**config.mk**
```make
export PLATFORM = sky130hd
export DESIGN_NAME = load_store_instruction_unit
export DESIGN_NICKNAME = d
export VERILOG_FILES = /design/src/inc/lsu_pkg.sv /design/src/verilog/load_store_instruction_unit.sv /design/src/verilog/lsu_addr_gen.sv /design/src/verilog/lsu_cycle_timer.sv
export SDC_FILE = /design/constraint.sdc
export NUM_CORES = 1
export LEC_CHECK = 0
export ABC_AREA = 1
export BUFFER_PORTS_ARGS = -buffer_cell sky130_fd_sc_hd__clkbuf_2
export CELL_PAD_IN_SITES_DETAIL_PLACEMENT = 2
export CELL_PAD_IN_SITES_GLOBAL_PLACEMENT = 2
export CORE_MARGIN = 1
export CORE_UTILIZATION = 26
export DETAILED_ROUTE_END_ITERATION = 10
export PLACE_DENSITY_LB_ADDON = 0.25
export SLEW_MARGIN = 20
export SYNTH_ARGS = -nofsm -noshare
export SYNTH_HDL_FRONTEND = slang
export SYNTH_HIERARCHICAL = 1
export SYNTH_SLANG_ARGS = --single-unit
```
**constraint.sdc**
```tcl
create_clock -name MCLK -period 4.63 [get_ports MCLK]
set_clock_uncertainty 0.2 [all_clocks]
set_input_delay 0.926 -clock MCLK [delete_from_list [all_inputs] [get_ports MCLK]]
set_output_delay 0.926 -clock MCLK [all_outputs]
set_load 0.05 [all_outputs]
```
**src/inc/lsu_pkg.sv**
```systemverilog
// Constants and types shared by the load/store execution unit.
// Assumes a single 100 MHz core clock and byte-wide data memory.
package lsu_pkg;
    // Operation codes handed over by the decode path
    typedef enum logic [3:0] {
        OP_NONE,        // Nothing to do
        OP_LD_PLAIN,    // Indirect load, pointer untouched
        OP_LD_POSTINC,  // Indirect load, then pointer + 1
        OP_LD_PREDEC,   // Pointer - 1, then indirect load
        OP_LD_DISP,     // Load at pointer + offset
        OP_LD_ABS,      // Load at absolute address
        OP_ST_PLAIN,    // Indirect store
        OP_ST_POSTINC,  // Indirect store, then pointer + 1
        OP_ST_PREDEC,   // Pointer - 1, then indirect store
        OP_ST_DISP,     // Store at pointer + offset
        OP_ST_ABS,      // Store at absolute address
        OP_PM_READ,     // Program memory byte read
        OP_PUSH,        // Stack push
        OP_POP,         // Stack pop
        OP_SLEEP,       // Enter sleep
        OP_BREAK        // Debug break
    } op_t;

    // Pointer selectors
    localparam logic [1:0] PTR_X = 2'h0;
    localparam logic [1:0] PTR_Y = 2'h1;
    localparam logic [1:0] PTR_Z = 2'h2;

    // Cycle counts per instruction class
    localparam int DATA_CYCLES = 2;
    localparam int PM_CYCLES = 3;
    localparam int SLEEP_CYCLES = 1;

    // Register file slot for the operand-less program memory read
    localparam logic [4:0] REG_R0 = 5'h00;

    // Reset values
    localparam logic [15:0] PTR_RESET = 16'h0000;
    localparam logic [15:0] SP_RESET = 16'hffff;
endpackage

```
**src/verilog/load_store_instruction_unit.sv**
```systemverilog
// Execution unit for data-transfer and core-control instructions.
// Assumes decode presents one op with ISSUE for one cycle while READY is
// high; data memory reads return data in the same cycle as the read strobe.
module load_store_instruction_unit
    import lsu_pkg::*;
(
    input wire logic MCLK,              // Core clock, 100 MHz
    input wire logic SYS_RST,           // Synchronous reset, active high
    input wire logic ISSUE,             // Decode presents an op this cycle
    input wire op_t OP,                 // Operation code
    input wire logic [1:0] PTR_SEL,     // X, Y or Z pointer
    input wire logic [4:0] REG_ADDR,    // Destination or source register
    input wire logic PM_IMPLICIT,       // Program read without operand
    input wire logic PM_POSTINC,        // Program read with Z+
    input wire logic [5:0] DISP,        // Displacement offset
    input wire logic [15:0] ABS_ADDR,   // Absolute address word
    input wire logic [7:0] SOURCE_REGISTER, // Source register value
    input wire logic [15:0] PTR_X_IN,   // X pointer from register file
    input wire logic [15:0] PTR_Y_IN,   // Y pointer from register file
    input wire logic [15:0] PTR_Z_IN,   // Z pointer from register file
    input wire logic [15:0] SP_IN,      // Stack pointer
    input wire logic [7:0] DM_RDATA,    // Data memory read data
    input wire logic [7:0] PM_RDATA,    // Program memory byte
    input wire logic DEBUG_EN,          // On-chip debug enabled
    output logic READY,                 // Unit can take an op
    output logic DM_RD,                 // Data memory read strobe
    output logic DM_WR,                 // Data memory write strobe
    output logic [15:0] DM_ADDR,        // Data memory address
    output logic [7:0] DM_WDATA,        // Data memory write data
    output logic PM_RD,                 // Program memory read strobe
    output logic [15:0] PM_ADDR,        // Program memory byte address
    output logic RF_WE,                 // Register file byte write
    output logic [4:0] RF_WADDR,        // Register being written
    output logic [7:0] RF_WDATA,        // Byte written
    output logic PTR_WE,                // Pointer pair write
    output logic [1:0] PTR_WSEL,        // Which pointer is written
    output logic [15:0] PTR_WDATA,      // New pointer value
    output logic SP_WE,                 // Stack pointer write
    output logic [15:0] SP_WDATA,       // New stack pointer
    output logic SLEEP_REQ,             // Pulse to sleep-mode logic
    output logic BREAK_REQ              // Pulse to debug facility
);
    // Op classes as seen by the sequencer
    typedef enum {
        ST_IDLE,   // Waiting for an op
        ST_LOAD,   // Data read in flight
        ST_STORE,  // Store finishing
        ST_PMEM    // Program read in flight
    } state_t;

    state_t state_reg;        // Sequencer state
    logic take;               // Op accepted this cycle
    logic [15:0] ptr_sel_val; // Selected pointer
    logic [15:0] eff_addr;    // Computed address
    logic [15:0] ptr_new;     // Updated pointer
    logic [15:0] sp_new;      // Updated stack pointer
    logic [1:0] cycles;       // Cycle count of the accepted op
    logic busy;               // Timer says instruction in flight
    logic last;               // Final cycle of the instruction
    logic is_load;            // Loads and pop
    logic is_store;           // Stores and push
    logic ptr_update;         // Op changes a pointer
    logic [4:0] dest_reg;     // Latched destination

    assign take = ISSUE && READY;

    // Pointer mux; Z is forced for program reads
    always_comb begin
        if (OP == OP_PM_READ || PTR_SEL == PTR_Z) begin
            ptr_sel_val = PTR_Z_IN;
        end else if (PTR_SEL == PTR_Y) begin
            ptr_sel_val = PTR_Y_IN;
        end else begin
            ptr_sel_val = PTR_X_IN;
        end
    end

    lsu_addr_gen u_addr (
        .op(OP),
        .ptr(ptr_sel_val),
        .disp(DISP),
        .abs_addr(ABS_ADDR),
        .sp(SP_IN),
        .eff_addr(eff_addr),
        .ptr_new(ptr_new),
        .sp_new(sp_new)
    );

    // Op classification
    always_comb begin
        is_load = 1'b0;
        is_store = 1'b0;
        ptr_update = 1'b0;
        cycles = 2'(DATA_CYCLES);
        case (OP)
            OP_LD_PLAIN, OP_LD_DISP, OP_LD_ABS, OP_POP: begin
                is_load = 1'b1;
            end
            OP_LD_POSTINC, OP_LD_PREDEC: begin
                is_load = 1'b1;
                ptr_update = 1'b1;
            end
            OP_ST_PLAIN, OP_ST_DISP, OP_ST_ABS, OP_PUSH: begin
                is_store = 1'b1;
            end
            OP_ST_POSTINC, OP_ST_PREDEC: begin
                is_store = 1'b1;
                ptr_update = 1'b1;
            end
            OP_PM_READ: begin
                cycles = 2'(PM_CYCLES);
                ptr_update = PM_POSTINC && !PM_IMPLICIT;
            end
            default: begin
                cycles = 2'(SLEEP_CYCLES);
            end
        endcase
    end

    // Cycle timer; not started for one-cycle ops
    lsu_cycle_timer u_timer (
        .clk(MCLK),
        .rst(SYS_RST),
        .start(take && cycles != 2'h1),
        .cycles(cycles),
        .busy(busy),
        .last(last)
    );

    // Sequencer state
    always_ff @(posedge MCLK) begin
        if (SYS_RST) begin
            state_reg <= ST_IDLE;
        end else if (take && is_load) begin
            state_reg <= ST_LOAD;
        end else if (take && is_store) begin
            state_reg <= ST_STORE;
        end else if (take && OP == OP_PM_READ) begin
            state_reg <= ST_PMEM;
        end else if (last) begin
            state_reg <= ST_IDLE;
        end
    end

    // Ready drops while a multi-cycle op runs
    always_ff @(posedge MCLK) begin
        if (SYS_RST) begin
            READY <= 1'b1;
        end else if (take && cycles != 2'h1) begin
            READY <= 1'b0;
        end else if (last) begin
            READY <= 1'b1;
        end
    end

    // Memory strobes and address, issued in the first cycle
    always_ff @(posedge MCLK) begin
        if (SYS_RST) begin
            DM_RD <= 1'b0;
            DM_WR <= 1'b0;
            DM_ADDR <= 16'h0000;
            DM_WDATA <= 8'h00;
            PM_RD <= 1'b0;
            PM_ADDR <= 16'h0000;
        end else begin
            DM_RD <= take && is_load;
            DM_WR <= take && is_store;
            PM_RD <= take && OP == OP_PM_READ;
            if (take) begin
                DM_ADDR <= eff_addr;
                DM_WDATA <= SOURCE_REGISTER;
                PM_ADDR <= PTR_Z_IN; // Program read uses pre-update Z
            end
        end
    end

    // Latch destination; operand-less program read targets R0
    always_ff @(posedge MCLK) begin
        if (SYS_RST) begin
            dest_reg <= 5'h00;
        end else if (take) begin
            dest_reg <= (OP == OP_PM_READ && PM_IMPLICIT) ? REG_R0 : REG_ADDR;
        end
    end

    // Register file write in the final cycle; flags never touched
    always_ff @(posedge MCLK) begin
        if (SYS_RST) begin
            RF_WE <= 1'b0;
            RF_WADDR <= 5'h00;
            RF_WDATA <= 8'h00;
        end else begin
            RF_WE <= last && (state_reg == ST_LOAD || state_reg == ST_PMEM);
            RF_WADDR <= dest_reg;
            RF_WDATA <= (state_reg == ST_PMEM) ? PM_RDATA : DM_RDATA;
        end
    end

    // Pointer and stack pointer write-back, one cycle after acceptance
    always_ff @(posedge MCLK) begin
        if (SYS_RST) begin
            PTR_WE <= 1'b0;
            PTR_WSEL <= PTR_X;
            PTR_WDATA <= PTR_RESET;
            SP_WE <= 1'b0;
            SP_WDATA <= SP_RESET;
        end else begin
            PTR_WE <= take && ptr_update;
            SP_WE <= take && (OP == OP_PUSH || OP == OP_POP);
            if (take) begin
                PTR_WSEL <= (OP == OP_PM_READ) ? PTR_Z : PTR_SEL;
                PTR_WDATA <= ptr_new;
                SP_WDATA <= sp_new;
            end
        end
    end

    // Sleep and break are single pulses to their own logic
    always_ff @(posedge MCLK) begin
        if (SYS_RST) begin
            SLEEP_REQ <= 1'b0;
            BREAK_REQ <= 1'b0;
        end else begin
            SLEEP_REQ <= take && OP == OP_SLEEP;
            // Without debug enabled the break acts as nothing
            BREAK_REQ <= take && OP == OP_BREAK && DEBUG_EN;
        end
    end
endmodule

```
**src/verilog/lsu_addr_gen.sv**
```systemverilog
// Effective address and pointer update for indirect/absolute/stack ops.
// Pure combinational; the caller registers the results.
module lsu_addr_gen
    import lsu_pkg::*;
(
    input wire op_t op,              // Operation being started
    input wire logic [15:0] ptr,     // Selected pointer value
    input wire logic [5:0] disp,     // Displacement offset
    input wire logic [15:0] abs_addr, // Absolute address word
    input wire logic [15:0] sp,      // Stack pointer
    output logic [15:0] eff_addr,    // Address to access
    output logic [15:0] ptr_new,     // Pointer after the op
    output logic [15:0] sp_new       // Stack pointer after the op
);
    logic [15:0] ptr_inc;  // Wraps modulo 2^16
    logic [15:0] ptr_dec;  // Wraps modulo 2^16

    assign ptr_inc = ptr + 16'h0001;
    assign ptr_dec = ptr - 16'h0001;

    // Address selection per operation class
    always_comb begin
        eff_addr = ptr;
        ptr_new = ptr;
        sp_new = sp;
        case (op)
            OP_LD_POSTINC, OP_ST_POSTINC: begin
                ptr_new = ptr_inc;
            end
            OP_LD_PREDEC, OP_ST_PREDEC: begin
                eff_addr = ptr_dec;
                ptr_new = ptr_dec;
            end
            OP_LD_DISP, OP_ST_DISP: begin
                eff_addr = ptr + {10'h000, disp};
            end
            OP_LD_ABS, OP_ST_ABS: begin
                eff_addr = abs_addr;
            end
            OP_PM_READ: begin
                ptr_new = ptr_inc; // Used only for the post-increment form
            end
            OP_PUSH: begin
                eff_addr = sp; // Write then decrement
                sp_new = sp - 16'h0001;
            end
            OP_POP: begin
                eff_addr = sp + 16'h0001; // Increment then read
                sp_new = sp + 16'h0001;
            end
            default: begin
                eff_addr = ptr;
            end
        endcase
    end
endmodule

```
**src/verilog/lsu_cycle_timer.sv**
```systemverilog
// Down-counter that holds the unit busy for an instruction's cycle count.
// Loads on start; last pulses in the instruction's final cycle for a count of 2 or 3, never for 1.
module lsu_cycle_timer (
    input wire logic clk,          // Core clock
    input wire logic rst,          // Synchronous reset, high
    input wire logic start,        // Load a new count
    input wire logic [1:0] cycles, // Total cycles, 1..3
    output logic busy,             // Instruction in flight
    output logic last              // Final cycle of the instruction
);
    logic [1:0] left_reg; // Cycles still to go, this one included

    // Count down; zero means idle
    always_ff @(posedge clk) begin
        if (rst) begin
            left_reg <= 2'h0;
        end else if (start) begin
            left_reg <= cycles - 2'h1;
        end else if (left_reg != 2'h0) begin
            left_reg <= left_reg - 2'h1;
        end
    end

    assign busy = (left_reg != 2'h0);
    assign last = (left_reg == 2'h1);
endmodule

```
# After elaboration in Yosys (flattened, before gate mapping)
# Cells that the tools add are included.
[op_classes] add_sub_neg=7 n_eq_ne=21 n_mux=20 n_reduce_logical=31
[ops] operator="one-hot mux 16 bit (5 select lines)" count=1
[ops] operator="one-hot mux 16 bit (2 select lines)" count=2
[ops] operator="adder 16 x 1 -> 16 bit (second input constant)" count=2
[ops] operator="== test 4 bit (second input constant)" count=8
[ops] operator="2-to-1 mux 16 bit" count=2
[ops] operator="subtractor 16 x 1 -> 16 bit (second input constant)" count=2
[ops] operator="adder 16 x 6 -> 16 bit" count=1
[ops] operator="== test 4 x 3 -> 1 bit (second input constant)" count=4
[ops] operator="logical AND 1 bit" count=13
[ops] operator="2-to-1 mux 2 bit" count=6
[ops] operator="OR reduction 12 bit" count=1
[ops] operator="OR reduction 6 bit" count=2
[ops] operator="== test 4 x 2 -> 1 bit (second input constant)" count=2
[ops] operator="2-to-1 mux 8 bit" count=1
[ops] operator="OR reduction 2 bit" count=4
[ops] operator="== test 2 x 1 -> 1 bit (second input constant)" count=3
[ops] operator="nonzero test 2 bit" count=3
[ops] operator="2-to-1 mux 1 bit" count=5
[ops] operator="2-to-1 mux 5 bit" count=1
[ops] operator="== test 2 bit (second input constant)" count=2
[ops] operator="== test 4 x 1 -> 1 bit (second input constant)" count=1
[ops] operator="one-hot mux 2 bit (2 select lines)" count=1
[ops] operator="nonzero test 4 bit" count=1
[ops] operator="OR reduction 4 bit" count=1
[ops] operator="other kinds (7)" count=10
[word_totals] ff_bits=105 input_bits=127 out_inout_bits=96 word_cells=100

# Logic depth before layout (Yosys ltp)
[depth] depth_word=6 depth_mapped=23 depth_no_buf=22

# Cells and area by module
# Netlist, hierarchy kept.
[by_module_without_submodules] module="load_store_instruction_unit" instances=1 cells_per_inst=543 area_per_inst_um2=4001.3 seq_area_each_um2=2062.0
[by_module_without_submodules] module="lsu_addr_gen" instances=1 cells_per_inst=633 area_per_inst_um2=3118.0 seq_area_each_um2=0.0
[by_module_without_submodules] module="lsu_cycle_timer" instances=1 cells_per_inst=25 area_per_inst_um2=156.4 seq_area_each_um2=40.0

# Worst setup path after synthesis
# OpenSTA, ideal clock, no wires.
[synth_path] path_type="input port to flip-flop" start="input port OP[3]" end="register DM_ADDR[8]" setup_time_ns=0.116 t_arrival_ns=3.248 required_ns=4.314 path_slack_ns=1.066 cell_stages=22 n_path_buf=1 cell_sequence="inv_2 -> nor2_2 -> nand2_4 -> nand2_2 -> nand2_4 -> buf_6 -> a31oi_1 -> ha_1 -> inv_1 -> fa_1 -> inv_1 -> nand3_1 -> nand3_1 -> nand2_1 -> nand2_1 -> nand2_1 -> nand3_1 -> nand2_1 -> nor2_1 -> nor2_1 -> o21ai_0 -> nor2_1"
[synth_via] elab_chain_len=5 elab_cells_between_ends=17 cone_classes="add/sub (2); eq/ne (9); mux (2); reduce/logical (4)"
[synth_rtl] element="from (decl)" line="load_store_instruction_unit.sv:10" source="input wire op_t OP,"
[synth_rtl] element="== test 4 bit *" line="load_store_instruction_unit.sv:69" source="if (OP == OP_PM_READ || PTR_SEL == PTR_Z) begin"
[synth_rtl] element="logical OR 1 bit *" line="load_store_instruction_unit.sv:69"
[synth_rtl] element="2-to-1 mux 16 bit *" line="load_store_instruction_unit.sv:69"
[synth_rtl] element="via ptr_sel_val[0]" line="load_store_instruction_unit.sv:53" source="logic [15:0] ptr_sel_val;"
[synth_rtl] element="adder 16 x 6 -> 16 bit or subtractor 16 x 1 -> 16 bit (tied branches)" line="lsu_addr_gen.sv:35, lsu_addr_gen.sv:19"
[synth_rtl] element="one-hot mux 16 bit (5 select lines) *" line="lsu_addr_gen.sv:26" source="case (op)"
[synth_rtl] element="via eff_addr[8]" line="load_store_instruction_unit.sv:54" source="logic [15:0] eff_addr;"
[synth_rtl] element="to (signal assigned)" line="load_store_instruction_unit.sv:170" source="DM_ADDR <= eff_addr;"
[synth_rtl] element="to (decl)" line="load_store_instruction_unit.sv:28" source="output logic [15:0] DM_ADDR,"
# Mark *: on every way through the listed nets, which the timed path passes. The rest lies on a longest branch.
# A chain may end at the register's enable or synchronous reset.

# Final worst setup path
# Ends and elaborated chain as after synthesis.

==> flow_metrics.py <==
metrics = {
    "hold_path": {
        "min_path_type": "register to register",
    },
    "global_route": {
        "grt_pass1_vias": 9174,
        "grt.met2_usage": 0.4178,
        "gr-total-overflow": 0,
        "grt_start_max_net_pins": 80,
        "grt.met1_usage": 0.3060,
        "grt_pass1_wl_um": 52160,
        "grt.busiest_layer": "met2",
        "grtUsageTotal": 0.2365,
        "antenna_found_initial": 1,
        "grt_use_met3": 0.02705,
    },
    "worst_setup_path": {
        "worstPathRequired_ns": 4.68,
        "cpMostUsedCell": "nand2_1",
        "crit_chain": "clkbuf_2 > inv_2 > nor2_2 > nand2_4 > nand2_2 > nand2_4 > a31oi_1 > ha_1 > inv_1 > fa_1 > inv_1 > nand3_1 > nand3_1 > nand2_1 > nand2_1 > nand2_1 > nand3_1 > nand2_1 > nor2_1 > nor2_1 > o21ai_0 > nor2_1",
        "critPathKind": "input pin to register",
        "critical_path_peak_fanout": 10,
        "critPathLaunchType": "input pin",
        "cp_data_arrival_time_ns": 4.05,
        "crit_path_end_kind": "register",
        "r2r_slack_ns": 2.57,
        "crit_path_top_delay_cell": "a31oi_1",
        "max_stage_delay_ns": 0.40,
    },
    "detailed_routing": {
        "vias": 8901,
        "dr.first_iter.drc_count": 480,
        "post-route-drc-count": 0,
        "avgViaCountPerCell": 5.003,
        "first_pass_iters": 5,
        "postRouteAntennaNets": 0,
        "routed_wl_um": 33560,
        "wl_per_cell_um": 18.87,
    },
    "die": {
        "core_um2": 27180,
        "boundaryPins": 223,
        "die_x_um": 169.3,
        "start_util": 0.2677,
        "rows": 60,
        "die-area_um2": 28660,
        "fp.dieH_um": 169.3,
    },
    "timing": {
        "setup_viol": 0,
        "hold_violations": 0,
        "final.min_clock_period_ns": 4.002,
        "max_slew_margin": 0.4358,
        "clock.fmax_mhz": 249.9,
        "setup_ws_ns": 0.6277,
        "hold_ws_ns": 0.2240,
        "rsz0062_at_grt": "no",
        "tns_ns": 0,
        "tightest_slew_ns": 0.8462,
        "report.final.slew_viol_count": 0,
        "period_share": 0.8644,
    },
    "power_and_ir_drop": {
        "finalPower_uw": 2921,
        "peakVddDrop_mv": 0.1930,
        "powerDensity_nw_per_um2": 324.2,
        "leakagePower_uw": 0.004399,
    },
    "place": {
        "port_buffers": 222,
        "hpwl_um": 26350,
        "post-place-ws_ns": 0.3513,
        "place_congestion": 0.8767,
    },
    "cts": {
        "cts_resized": 0,
        "numCtsBuffers": 9,
        "htree_levels": 3,
        "cts_tree": "built",
        "cts_hold_buf": 0,
        "post-cts-setup-buffer-count": 0,
        "path_clk_slew_ns": 0.08,
        "clock_path_buffers": 2,
        "clock-root-buffer": "clkbuf_16",
        "clk_latency_ns": 0.35,
        "cts_sinks": 105,
    },
    "job": {
        "drv_cap": 0,
    },
    "synthesis": {
        "synth_fp_nets": 1341,
        "synth_ff_type": "dfxtp_1",
        "synth-edff-count": 0,
        "synth.area.top_cells": "dfxtp_1, nand2_1, nor2_1, nand3_1, o21ai_0",
        "ys_ff_latch": 105,
        "synth.top_cell.area_share": 0.2889,
        "yosysWarningCount": 6,
        "avgSynthCellArea_um2": 6.058,
        "syn_area_um2": 7276,
        "synth_cell_types": 47,
        "synth-async-reset-ratio": 0,
        "synthCells": 1201,
        "yosys.area.top_type": "dfxtp_1",
        "seq_area_frac_synth": 0.2889,
    },
    "cells_and_area": {
        "final_common_cell": "nand2_1",
        "fillers": 3443,
        "regArea_um2": 2102,
        "drive_gt1_frac": 0.2255,
        "final_cell_mix": "nand2_1, nor2_1, clkbuf_2, nand3_1, dfxtp_1",
        "layout.nets": 1542,
        "multiInputGateArea_um2": 4467,
        "syn2layout_area_growth_pct": 23.85,
        "post-route-util": 0.3316,
    },
    "run_status": {
        "outcome": "complete, no violations",
    },
}
where the power goes:
group / total (uW) / internal (uW) / switching (uW)
registers: 1040 / 987 / 49.1
clock network: 775 / 373 / 402
logic: 1110 / 295 / 815
total: 2920 / 1660 / 1270
per-layer routing:
layer | vias to the layer above | part of all wire
li1 | 4330 | -
met1 | 4352 | 0.46
met2 | 193 | 0.49
met3 | 26 | 0.036
met4 | 0 | 0.014
met5 | - | 0
area by class of cell:
type / instances / share of cell area
Multi-Input combinational cell: 936 / 0.4957
Sequential cell: 105 / 0.2333
Timing Repair Buffer: 247 / 0.1455
Tap cell: 372 / 0.05165
Inverter: 103 / 0.04290
Clock buffer: 9 / 0.02499
Clock inverter: 6 / 0.005693
Antenna cell: 1 / 0.0002777
critical path, delay by kind of cell:
family	cells	cell delay, ns
adders and majority gates	2	0.68
AOI/OAI and AO/OA	2	0.58
buffers and inverters	4	0.50
and+or+nand+nor	14	1.34
cell families after synthesis:
kind of cell	count (synthesis)	share of synthesized area
AO/OA/AOI/OAI	174	0.1438
buffers and inverters	160	0.09751
flip-flops	105	0.2889
XOR/XNOR	5	0.006019
adder cells (fa/ha/maj)	13	0.02339
AND/OR/NAND/NOR	744	0.4404
cells in the mapped netlist (2+ instances only):
cell type,instances
buf_4,6
nand2_4,3
a22oi_1,5
o31ai_1,3
nor2_1,250
nand3b_1,3
a31oi_1,16
or2_2,4
o221ai_1,3
nor2_2,9
buf_2,26
o21ai_4,3
inv_2,10
nand3_1,159
a21oi_1,16
buf_6,7
ha_1,12
dfxtp_1,105
o22ai_1,2
nand2_1,268
clkbuf_1,17
inv_1,92
xor2_1,4
o2111ai_1,2
nor4_1,2
a31oi_2,2
o21ai_0,101
nand4_1,20
o21ai_1,5
o211ai_1,8
nand2_2,11
a21boi_0,2
nor2_4,6
nor3_1,6
per-stage QoR:
step | instances | instance area [um2]
3_3_place_gp | 1763 | 8732
2_1_floorplan | 1201 | 7276
4_1_cts | 1778 | 9009
5_1_grt | 1778 | 9009
3_5_place_dp | 1763 | 8732
6_report | 1779 | 9011
path summary, 6_finish.rpt:
path,end,start,cells past startpoint
max,DM_ADDR[8],OP[3],22
min,RF_WADDR[4],dest_reg[4],2
max reg2reg,PTR_WSEL[1],READY,7
min reg2reg,RF_WADDR[4],dest_reg[4],2
Note: power is estimated with default switching activity, not from simulation.
